File: src/verilog/ucb_pkg.sv
// Constants shared by the UTOPIA cell buffer configuration block
package ucb_pkg;
  // ****************************************************************
  // Register offsets (byte addresses)
  // ****************************************************************
  localparam logic [7:0] UCB_OFS_MAIN   = 8'h00;
  localparam logic [7:0] UCB_OFS_MODE   = 8'h04;
  localparam logic [7:0] UCB_OFS_STATUS = 8'h08;
  localparam logic [7:0] UCB_OFS_QMAP   = 8'h0C;
  localparam logic [7:0] UCB_OFS_PORT   = 8'h10;
  // ****************************************************************
  // Field positions
  // ****************************************************************
  localparam int UCB_BIT_FFS      = 4;
  localparam int UCB_BIT_GUARD    = 6;
  localparam int UCB_DIVQ_LO      = 8;
  localparam int UCB_BIT_ATM      = 0;
  localparam int UCB_BIT_LVL2     = 1;
  localparam int UCB_PORTS_LO     = 8;
  // ****************************************************************
  // Reset values and write masks
  // ****************************************************************
  localparam logic [15:0] UCB_MAIN_RST  = 16'h0000;
  localparam logic [15:0] UCB_MODE_RST  = 16'h0101;
  localparam logic [15:0] UCB_MAIN_MASK = 16'h0750;
  localparam logic [15:0] UCB_MODE_MASK = 16'h3F03;
  // ****************************************************************
  // Buffer figures
  // ****************************************************************
  localparam logic [3:0] UCB_FULL_CELLS  = 4'h4;
  localparam logic [7:0] UCB_TX_CELLS    = 8'h80;
  localparam logic [5:0] UCB_PORTS_FULL  = 6'h20;
  localparam logic [5:0] UCB_PORTS_LIGHT = 6'h10;
  localparam logic [2:0] UCB_QPP_WIDE    = 3'h4;
  localparam logic [2:0] UCB_QPP_NARROW  = 3'h2;
  localparam logic [6:0] UCB_Q_LIGHT_64  = 7'h20;
  // Partition codes
  typedef enum logic [2:0] {
    UCB_DIV_4   = 3'h0,
    UCB_DIV_8   = 3'h1,
    UCB_DIV_16  = 3'h2,
    UCB_DIV_32  = 3'h3,
    UCB_DIV_64  = 3'h4,
    UCB_DIV_1   = 3'h5,
    UCB_DIV_R6  = 3'h6,
    UCB_DIV_R7  = 3'h7
  } ucb_div_t;
endpackage : ucb_pkg

File: src/verilog/ucb_skid.sv
// Two-entry valid/ready buffer on the receive word path
`timescale 1ns/100ps
`default_nettype none
module ucb_skid #(
  parameter int WIDTH = 8
) (
  input  wire logic             hclk,
  input  wire logic             hresetn,
  input  wire logic             in_valid,
  input  wire logic [WIDTH-1:0] in_data,
  output var  logic             in_ready,
  output var  logic             out_valid,
  output var  logic [WIDTH-1:0] out_data,
  input  wire logic             out_ready
);
  logic [WIDTH-1:0] spare;
  logic             spare_valid;
  wire              take = in_valid && in_ready;
  wire              give = out_valid && out_ready;

  // Head register drives the output, spare holds a word during a stall
  always_ff @(posedge hclk or negedge hresetn)
  begin
    if (!hresetn)
    begin
      out_valid   <= 1'b0;
      out_data    <= '0;
      spare       <= '0;
      spare_valid <= 1'b0;
      in_ready    <= 1'b1;
    end
    else
    begin
      if (!out_valid || give)
      begin
        out_valid   <= spare_valid || take;
        out_data    <= spare_valid ? spare : in_data;
        spare_valid <= spare_valid && take;
        if (spare_valid && take)
          spare <= in_data;
        in_ready    <= 1'b1;
      end
      else if (take)
      begin
        spare       <= in_data;
        spare_valid <= 1'b1;
        in_ready    <= 1'b0;
      end
    end
  end
endmodule : ucb_skid
`default_nettype wire

File: src/verilog/ucb_top.sv
// UTOPIA receive overrun guard and transmit queue partition control
`timescale 1ns/100ps
`default_nettype none
module ucb_top
  import ucb_pkg::*;
#(
  parameter int WORD_W = 8
) (
  input  wire logic              hclk,
  input  wire logic              hresetn,
  input  wire logic              hsel,
  input  wire logic [7:0]        haddr,
  input  wire logic [1:0]        htrans,
  input  wire logic              hwrite,
  input  wire logic [2:0]        hsize,
  input  wire logic [31:0]       hwdata,
  input  wire logic              hready,
  output var  logic              hreadyout,
  output var  logic              hresp,
  output var  logic [31:0]       hrdata,
  input  wire logic              rx_clav,
  output var  logic              rx_enb_n,
  input  wire logic              rx_word_valid,
  input  wire logic [WORD_W-1:0] rx_word_data,
  output var  logic              rx_word_ready,
  input  wire logic              rx_cell_stored,
  output var  logic              proc_valid,
  output var  logic [WORD_W-1:0] proc_data,
  input  wire logic              proc_ready,
  input  wire logic              proc_cell_read,
  output var  logic [6:0]        tx_queue_count,
  output var  logic [7:0]        tx_queue_depth,
  output var  logic [2:0]        tx_queues_per_port,
  output var  logic [5:0]        tx_ports_served
);
  // ****************************************************************
  // Register bus slave
  // ****************************************************************
  logic [15:0] main_config_buffer_fields;
  logic [15:0] mode_reg;
  logic [4:0]  port_query;
  logic [7:0]  dp_addr;
  logic        dp_write;
  logic        dp_pend;
  logic [31:0] next_rdata;

  wire accept   = hsel && htrans[1] && hready;
  wire wr_main  = dp_pend && dp_write && (dp_addr == UCB_OFS_MAIN);
  wire wr_mode  = dp_pend && dp_write && (dp_addr == UCB_OFS_MODE);
  wire wr_port  = dp_pend && dp_write && (dp_addr == UCB_OFS_PORT);

  // Address phase captured, data phase takes one wait state
  always_ff @(posedge hclk or negedge hresetn)
  begin
    if (!hresetn)
    begin
      dp_addr   <= 8'h00;
      dp_write  <= 1'b0;
      dp_pend   <= 1'b0;
      hreadyout <= 1'b1;
      hrdata    <= 32'h0000_0000;
    end
    else if (dp_pend)
    begin
      dp_pend   <= 1'b0;
      hreadyout <= 1'b1;
      hrdata    <= dp_write ? 32'h0000_0000 : next_rdata;
    end
    else if (accept)
    begin
      dp_addr   <= {haddr[7:2], 2'b00};
      dp_write  <= hwrite;
      dp_pend   <= 1'b1;
      hreadyout <= 1'b0;
    end
  end

  always_ff @(posedge hclk or negedge hresetn)
  begin
    if (!hresetn)
      hresp <= 1'b0;
    else
      hresp <= 1'b0;
  end

  // Writable fields; reserved bits stay zero
  always_ff @(posedge hclk or negedge hresetn)
  begin
    if (!hresetn)
    begin
      main_config_buffer_fields <= UCB_MAIN_RST;
      mode_reg                  <= UCB_MODE_RST;
      port_query                <= 5'h00;
    end
    else
    begin
      if (wr_main)
        main_config_buffer_fields <= hwdata[15:0] & UCB_MAIN_MASK;
      if (wr_mode)
        mode_reg <= hwdata[15:0] & UCB_MODE_MASK;
      if (wr_port)
        port_query <= hwdata[4:0];
    end
  end

  wire       full_feature_select = main_config_buffer_fields[UCB_BIT_FFS];
  wire       overrun_guard       = main_config_buffer_fields[UCB_BIT_GUARD];
  wire [2:0] div_code            = main_config_buffer_fields[UCB_DIVQ_LO +: 3];
  wire       rx_atm_mode         = mode_reg[UCB_BIT_ATM];
  wire       utopia_level2       = mode_reg[UCB_BIT_LVL2];
  wire [5:0] ports_req           = mode_reg[UCB_PORTS_LO +: 6];

  // ****************************************************************
  // Receive FIFO overrun guard
  // ****************************************************************
  logic       clav_meta;
  logic       clav_sync;
  logic [3:0] cell_count;
  logic [3:0] next_cell_count;

  always_ff @(posedge hclk or negedge hresetn)
  begin
    if (!hresetn)
    begin
      clav_meta <= 1'b0;
      clav_sync <= 1'b0;
    end
    else
    begin
      clav_meta <= rx_clav;
      clav_sync <= clav_meta;
    end
  end

  // Unprocessed cells: stored minus read, saturating at both ends
  always_comb
  begin
    next_cell_count = cell_count;
    if (rx_cell_stored && !proc_cell_read && cell_count != 4'hF)
      next_cell_count = cell_count + 4'h1;
    else if (!rx_cell_stored && proc_cell_read && cell_count != 4'h0)
      next_cell_count = cell_count - 4'h1;
  end

  always_ff @(posedge hclk or negedge hresetn)
  begin
    if (!hresetn)
      cell_count <= 4'h0;
    else
      cell_count <= next_cell_count;
  end

  wire fifo_full   = (cell_count >= UCB_FULL_CELLS);
  wire guard_block = overrun_guard && rx_atm_mode && fifo_full;

  // Enable withheld regardless of the PHY's cell-available answer
  always_ff @(posedge hclk or negedge hresetn)
  begin
    if (!hresetn)
      rx_enb_n <= 1'b0;
    else
      rx_enb_n <= guard_block;
  end

  ucb_skid #(
    .WIDTH (WORD_W)
  ) u_skid (
    .hclk      (hclk),
    .hresetn   (hresetn),
    .in_valid  (rx_word_valid),
    .in_data   (rx_word_data),
    .in_ready  (rx_word_ready),
    .out_valid (proc_valid),
    .out_data  (proc_data),
    .out_ready (proc_ready)
  );

  // ****************************************************************
  // Transmit queue partition
  // ****************************************************************
  logic [6:0] queues;
  logic [7:0] depth;

  always_comb
  begin
    unique case (ucb_div_t'(div_code))
      UCB_DIV_4:  begin queues = 7'd4;  depth = 8'd32;  end
      UCB_DIV_8:  begin queues = 7'd8;  depth = 8'd16;  end
      UCB_DIV_16: begin queues = 7'd16; depth = 8'd8;   end
      UCB_DIV_32: begin queues = 7'd32; depth = 8'd4;   end
      UCB_DIV_64: begin queues = 7'd64; depth = 8'd2;   end
      UCB_DIV_1:  begin queues = 7'd1;  depth = UCB_TX_CELLS; end
      default:    begin queues = 7'd4;  depth = 8'd32;  end
    endcase
  end

  // Light mode with code 100 keeps 64 slots but uses 32 of them
  wire       light_64   = !full_feature_select && (div_code == UCB_DIV_64);
  wire [6:0] queues_use = light_64 ? UCB_Q_LIGHT_64 : queues;
  wire [5:0] port_limit = full_feature_select ? UCB_PORTS_FULL
                                              : UCB_PORTS_LIGHT;
  wire [5:0] ports_zero = (ports_req == 6'h00) ? 6'h01 : ports_req;
  wire [5:0] ports_eff  = (ports_zero > port_limit) ? port_limit : ports_zero;
  wire       multi_phy  = rx_atm_mode && utopia_level2;
  wire [2:0] qpp        = !multi_phy ? 3'h1 :
                          (ports_eff == UCB_PORTS_FULL) ? UCB_QPP_NARROW
                                                        : UCB_QPP_WIDE;
  wire [6:0] port_cap   = (qpp == UCB_QPP_NARROW) ? {1'b0, queues_use[6:1]}
                        : (qpp == UCB_QPP_WIDE)   ? {2'b00, queues_use[6:2]}
                                                  : queues_use;
  wire [6:0] ports_can  = (port_cap == 7'h00) ? 7'h01 : port_cap;
  wire [5:0] served     = !multi_phy ? 6'h01 :
                          (ports_can < {1'b0, ports_eff}) ? ports_can[5:0]
                                                          : ports_eff;
  // Advice flag: more than one queue outside level 2 multi-PHY
  wire       advise_one = !multi_phy && (queues_use != 7'h01);
  wire       light_alt  = !full_feature_select &&
                          (div_code == UCB_DIV_64 || div_code == UCB_DIV_1);
  wire [7:0] qbase      = (qpp == UCB_QPP_NARROW) ? {2'b00, port_query, 1'b0}
                        : (qpp == UCB_QPP_WIDE)   ? {1'b0, port_query, 2'b00}
                                                  : 8'h00;
  wire       port_ok    = ({1'b0, port_query} < served);

  always_ff @(posedge hclk or negedge hresetn)
  begin
    if (!hresetn)
    begin
      tx_queue_count     <= 7'd4;
      tx_queue_depth     <= 8'd32;
      tx_queues_per_port <= 3'h1;
      tx_ports_served    <= 6'h01;
    end
    else
    begin
      tx_queue_count     <= queues_use;
      tx_queue_depth     <= depth;
      tx_queues_per_port <= qpp;
      tx_ports_served    <= served;
    end
  end

  // ****************************************************************
  // Read data selection
  // ****************************************************************
  wire [31:0] status_word = {8'h00, 8'h00, 2'b00, advise_one,
                             light_alt, clav_sync, guard_block, fifo_full,
                             1'b0, 4'h0, cell_count};
  wire [31:0] qmap_word   = {1'b0, queues_use, depth, 2'b00, served, 5'h00, qpp};
  wire [31:0] port_word   = {15'h0000, port_ok, qbase, 3'b000, port_query};

  always_comb
  begin
    unique case (dp_addr)
      UCB_OFS_MAIN:   next_rdata = {16'h0000, main_config_buffer_fields};
      UCB_OFS_MODE:   next_rdata = {16'h0000, mode_reg};
      UCB_OFS_STATUS: next_rdata = status_word;
      UCB_OFS_QMAP:   next_rdata = qmap_word;
      UCB_OFS_PORT:   next_rdata = port_word;
      default:        next_rdata = 32'h0000_0000;
    endcase
  end
endmodule : ucb_top
`default_nettype wire

File: config.mk
export PLATFORM = sky130hd
export DESIGN_NAME = ucb_top
export DESIGN_NICKNAME = d
export VERILOG_FILES = /design/src/verilog/ucb_pkg.sv /design/src/verilog/ucb_skid.sv /design/src/verilog/ucb_top.sv
export SDC_FILE = /design/constraint.sdc
export NUM_CORES = 1
export LEC_CHECK = 0
export ABC_AREA = 1
export ABC_CLOCK_PERIOD_IN_PS = 9500
export BUFFER_PORTS_ARGS = -buffer_cell sky130_fd_sc_hd__buf_4
export CAP_MARGIN = 20
export CORE_UTILIZATION = 30
export DETAILED_ROUTE_END_ITERATION = 10
export GPL_TIMING_DRIVEN = 0
export SLEW_MARGIN = 20
export SYNTH_ARGS = -nofsm -noshare
export SYNTH_HDL_FRONTEND = slang
export SYNTH_SLANG_ARGS = --single-unit
File: constraint.sdc
create_clock -name hclk -period 9.5 [get_ports hclk]
set_input_delay 0.475 -clock hclk [delete_from_list [all_inputs] [get_ports hclk]]
set_output_delay 0.475 -clock hclk [all_outputs]
set_load 0.005 [all_outputs]
==> metrics, run 1 <==
status=finished, final reports clean; crit end category=flop; Fin Hold WS=222 ps; crit path buf inv count=5; post-synth cell types=45; number of DRC markers in iteration 0=197; max incr delay on CP=540 ps; Boundary Pins=132; kind of critical path=reg2reg; Port-buffer cells=95; FF-to-FF setup slack=5120 ps; Sw Share=35.2%; area of the multi-input gates=approximately 0.0019 mm²; Biggest register=hrdata; fraction of the yosys area taken by sequential cells=52.1%; worst min-delay path class=in2async; Synth top area share=47.7%; Post-Route WL=12300 µm; crit path max fanout=8; max reg flops=26; Slew Limit Fails=0; gr usage total=15.9%; register area=between 0.002 and 0.003 mm²; largest cells by area after synthesis=dfrtp_1 (48%), nand2_1 (10%), inv_1 (5.0%); M3 GR Usage=2.83%; Antenna Nets Post-Route=0; fmax=228 MHz; post-cts sizing count=0; grt total ovfl=0; commonest non-fill, non-tap cell in the layout=nand2_1; drt pass-1 iters=5; nets@finish=between 700 and 800; final worst slack=just over 5000 ps; initial antenna violation count=0; Yosys Warn Count=0; WP data required=9790 ps; startpoint types=flop; clk_lat worst skew=~350 ps; fin crit period=roughly 4400 ps; Layout Skew=5.28 ps; layout cell share with drive strength beyond 1=a little over a quarter; wire per inst=about 14 µm; Initial Util=31.3%; CTS Buf Count=9; fillcell total=1601; syn avg cell area=8.97 µm²; Tcrit/Tclk final=46.1%; gpl congestion=0.875; DR vias=4039; final cell count without fillers=869; cells along the critical path=inv_1, ha_1, a21oi_2, nand2_1, nand4_4, nand2_1, inv_2, nand2_1, nand3_2, inv_1, ha_1, a21o_1, a211oi_1, nand2_4, inv_2, nand3_1, nand3_2, ha_1, a21o_1, nand3_1, nand2_1, inv_1, nand3_1, nand2_1; Setup violations, final=0; actual slew at the worst max-slew pin=892 ps; die height=between 100 and 150 µm; core area=0.0154 mm²; final hold violations=0; vias in the first global route=between 3000 and 4000; Max Root-Sink Buffers=2; clock network power share=26.5%; worst path arrival time=4670 ps; postcts setup bufs=0; Pleak=3.29 nW; largest net degree at the start of global routing=approximately 100; pwr dens=236 mW/mm²; NetSw=approximately 0.51 mW; FP Rows=between 40 and 50; Crit path max-delay family=simple AND/OR/NAND/NOR gates; largest area contributor in the netlist=dfrtp_1; vias per cell=4.65; Area Growth Syn to Fin=27.6%; Detailed Place HPWL=9650 µm; root buffer cell=clkbuf_16; die extent in x=about 130 µm; met1 usage=21.1%; CP dominant cell by count=nand2_1; hold buffers post-CTS=0; DRC violation count after routing=0; CP max-delay cell=a211oi_1; Post-Syn Area=0.00482 mm²; internal power=0.944 mW; normalized max-slew margin=40.5%; DP Cell Count=853; peak supply drop=0.0998 mV; Clock Sinks=100; # Max-Cap Violations=0; Synth Register Bits=100; Reg power frac=between 30 and 40%; Fin Setup TNS=0 ps; Power Total=1.46 mW; layer with the highest usage=met2; clock-pin slew on the worst setup and hold paths=about 60 ps; most frequent cells in the layout=nand2_1 (130), buf_4 (104), dfrtp_1 (92); Post-Syn Instances=roughly 540; Placement Setup Slack=5130 ps; RSZ-0062 raised after global routing=false; htree depth=3; combinational power share=34.5%; # diodes=0; DIE AREA=0.0166 mm²; met2 usage in global routing=approximately a quarter; TritonCTS clock tree=yes; first-pass GRT wire length=between 20000 and 25000 µm
through the flow:
stage	area, µm²	util, %
after floorplan	4860	-
after global placement	5840	37.8
after detailed placement	5840	37.9
after CTS	6160	39.9
after global routing	6160	39.9
final	6160	39.9
kinds of logic (layout without fill, tap and decap cells):
kind of cell	Yosys count	after routing	synth area share, %
AO/OA/AOI/OAI	89	89	11.0
other	1	10	0.0777
flip-flops	100	100	52.1
XOR/XNOR	3	3	0.545
AND/OR/NAND/NOR	230	230	21.9
adder cells (fa/ha/maj)	15	15	4.05
multiplexers	9	9	2.10
buffers and inverters	91	202	8.27
final timing paths:
path,startpoint,end,cells past startpoint
setup / recovery,main_config_buffer_fields[4]$_DFFE_PN0P_,hrdata[16]$_DFFE_PN0P_,24
hold / removal,hresetn,tx_queue_count[4]$_DFF_PN0_,1
setup reg to reg,main_config_buffer_fields[4]$_DFFE_PN0P_,hrdata[16]$_DFFE_PN0P_,24
hold reg to reg,clav_meta$_DFF_PN0_,clav_sync$_DFF_PN0_,0
max in group asynchronous,hresetn,u_skid.out_data[2]$_DFFE_PN0N_,1
min in group hclk,rx_clav,clav_meta$_DFF_PN0_,1
power groups by stage:
stage	combinational, mW	sequential [mW]	clock, mW
3_3_place_gp	0.494	0.573	0
4_1_cts	0.506	0.568	0.397
2_1_floorplan	0.322	0.568	0
5_1_grt	0.569	0.578	0.414
6_report	0.502	0.568	0.386
3_5_place_dp	0.503	0.576	0
synth_stat cells:
cell      number
nand3_1       14
o21ai_0       31
o221ai_1       1
mux2_2         9
conb_1         1
nand3b_1       2
a221o_1        3
o22ai_1        5
nor2_2         4
dfstp_2        8
nand3_2        9
nand2_2        8
o311ai_0       1
buf_4         10
a211oi_1       2
ha_1          14
nand4_4        1
a221oi_1       3
inv_2          7
inv_1         64
nand2_1      130
nor3_4         1
and3_2         1
clkbuf_8       2
nor3_1         4
o32ai_1        2
xor2_1         3
o21ai_1        4
nand2_4        2
nand4_1        4
a31oi_1        1
nor2_4         1
o211ai_1       1
a21o_1         2
o21bai_1       1
clkinv_1       3
a21oi_2        1
nor2_1        45
dfrtp_1       92
a32o_1         2
nor4_1         4
clkbuf_1       5
fa_1           1
a22o_1         2
a21oi_1       27
per-layer routing:
layer	vias to the layer above	routed length, µm
met5	-	0
li1	1960	-
met3	21	630
met4	0	318
met1	1935	5730
met2	123	5670
area by class of cell:
type	count	share of cell area [%]
Tap cell	211	4.29
Multi-Input combinational cell	356	31.6
Clock inverter	7	1.48
Sequential cell	100	40.8
Buffer	17	1.97
Inverter	74	4.51
Clock buffer	9	3.66
Timing Repair Buffer	95	11.6
Note: power is estimated with default switching activity, not from simulation.
==> run 2, diff against run 1 <==
Settings changed: ABC_CLOCK_PERIOD_IN_PS 9500 to 4000.
Clock period 9.5 ns to 4 ns, I/O delays scaled along.
==> run 2 against run 1 <==
  * Wire length grew 0.67%
  * Sequential power up 140%
  * Hold slack got worse by 200 ps
  * Clock power up 140%
  * Combinational power rose by 150%
  * Largest power group unchanged
  * Final area increased by 1.8%
  * Sequential share of layout area down 0.71 points
  * Maximum frequency grew 17%
  * Die area is the same
  * First-iteration DRC count rose by 9.6%
==> metrics, run 2 (synthesis results as in run 1) <==
startpoint types=flop; cells along the critical path=inv_4, ha_1, a21oi_4, nand2_4, nand4_4, nand2_1, inv_4, nand2_1, nand3_2, inv_1, ha_1, a21o_1, a211oi_4, nand2_4, inv_2, nand3_1, nand3_2, ha_1, a21o_1, nand3_1, nand2_1, inv_1, nand3_1, nand2_1; DIE AREA=0.0166 mm²; crit end category=flop; htree depth=3; status=finished, final reports clean; area of the multi-input gates=0.00198 mm²; CP max-delay cell=dfrtp_2; Core Util, Final=40.6%; Biggest register=hrdata; drt pass-1 iters=5; Placement Setup Slack=-375 ps; Tcrit/Tclk final=slightly above 90%; FF-to-FF setup slack=roughly 270 ps; final worst slack=267 ps; clock-pin slew on the worst setup and hold paths=70 ps; crit path buf inv count=5; normalized max-slew margin=40.5%; Highest Signal Layer=met4; die extent in x=129 µm; wire per inst=14.2 µm; gr usage total=between 10% and 20%; Area Growth Syn to Fin=29.9%; Power Total=3.52 mW; Clock Sinks=100; Fin Hold WS=22.4 ps; max reg flops=26; fillcell total=1600; Slew Limit Fails=0; gpl congestion=0.875; # diodes=0; DRC violation count after routing=0; # Max-Cap Violations=0; WP data required=4290 ps; met2 WL post-DR=~5700 µm; grt total ovfl=0; first-pass GRT wire length=20200 µm; final hold violations=0; Setup violations, final=0; Worst Hold Path EP=u_skid.in_ready$_DFFE_PN1P_; kind of critical path=reg2reg; register area=0.00251 mm²; peak supply drop=about 0.24 mV; clk_lat worst skew=approximately 350 ps; Critical R2R Launch=main_config_buffer_fields[4]$_DFFE_PN0P_; most frequent cells in the layout=nand2_1 (128), buf_4 (111), dfrtp_1 (91); Boundary Pins=approximately 130; Crit path max-delay family=simple AND/OR/NAND/NOR gates; reg2reg end=hrdata[16]$_DFFE_PN0P_; number of DRC markers in iteration 0=216; DR vias=4085; Initial Util=31.3%; root buffer cell=clkbuf_16; TritonCTS clock tree=yes; final cell count without fillers=878; Port-buffer cells=95; DP Cell Count=853; pwr dens=561 mW/mm²; die height=129 µm; initial antenna violation count=0; CTS Buf Count=9; actual slew at the worst max-slew pin=892 ps; CP dominant cell by count=nand2_1; hold-critical path depth=2; worst min-delay path class=in2reg; Detailed Place HPWL=9650 µm; worst path arrival time=between 4000 and 5000 ps; Layout Skew=roughly 5.5 ps; WL met1=5790 µm; Reg2Reg Depth=24; layout cell share with drive strength beyond 1=between 20% and 30%; Pleak=3.33 nW; fmax=268 MHz; crit path max fanout=7; Hold Startpoint=rx_word_valid; wire length on met3=565 µm; Post-Route WL=around 12000 µm; vias in the first global route=3944; largest net degree at the start of global routing=101; Max Root-Sink Buffers=2; nets@finish=740; core area=between 0.015 and 0.02 mm²; commonest non-fill, non-tap cell in the layout=nand2_1; max incr delay on CP=440 ps; fin crit period=between 3000 and 4000 ps; vias per cell=4.65; FP Rows=45; Antenna Nets Post-Route=0
-- run 2: area by class of cell --
type	count	area share, %
inverters	74	4.51
plain buffers	17	1.94
well taps	211	4.21
flip-flops and latches	100	40.1
clock buffers	9	3.59
clock inverters	7	1.46
multi-input cells	356	31.6
repair buffers	104	12.6
-- run 2: worst max-delay path by stage --
stage	to	startpoint	cells past startpoint	slack [ps]
2_1_floorplan	hrdata[16]$_DFFE_PN0P_	main_config_buffer_fields[4]$_DFFE_PN0P_	24	360
3_3_place_gp	hrdata[16]$_DFFE_PN0P_	main_config_buffer_fields[4]$_DFFE_PN0P_	24	-310
3_5_place_dp	hrdata[16]$_DFFE_PN0P_	main_config_buffer_fields[4]$_DFFE_PN0P_	24	-370
4_1_cts	hrdata[16]$_DFFE_PN0P_	main_config_buffer_fields[4]$_DFFE_PN0P_	24	50
5_1_grt	hrdata[16]$_DFFE_PN0P_	main_config_buffer_fields[4]$_DFFE_PN0P_	24	-20
6_report	hrdata[16]$_DFFE_PN0P_	main_config_buffer_fields[4]$_DFFE_PN0P_	24	270
-- run 2: stage by stage --
| stage | setup TNS (ps) | area (µm²) |
|---|---|---|
| after CTS | 0 | 6190 |
| final | 0 | 6270 |
| after global placement | -314 | 5840 |
| after floorplan | 0 | 4860 |
| after global routing | -20.6 | 6270 |
| after detailed placement | -375 | 5840 |
-- run 2: report_power, final --
part / internal, mW / switching [mW]
Sequential: 1.22 / 0.133
Combinational: 0.518 / 0.735
Clock: 0.545 / 0.371
Total: 2.28 / 1.24
-- run 2: what timing repair did --
item,4_1_cts,5_1_grt
setup endpoints to repair,2,1
endpoints found under the hold margin,34,0
pin swaps,0,3
setup buffers,0,7
gates resized for setup,6,6
hold buffers,2,0
-- run 2: routing by layer --
layer  up-vias  global-route usage [%]
met1      1973                    21.2
met5         -                       0
li1       1983                       -
met3        23                    2.83
met2       106                    25.4
met4         0                    7.82
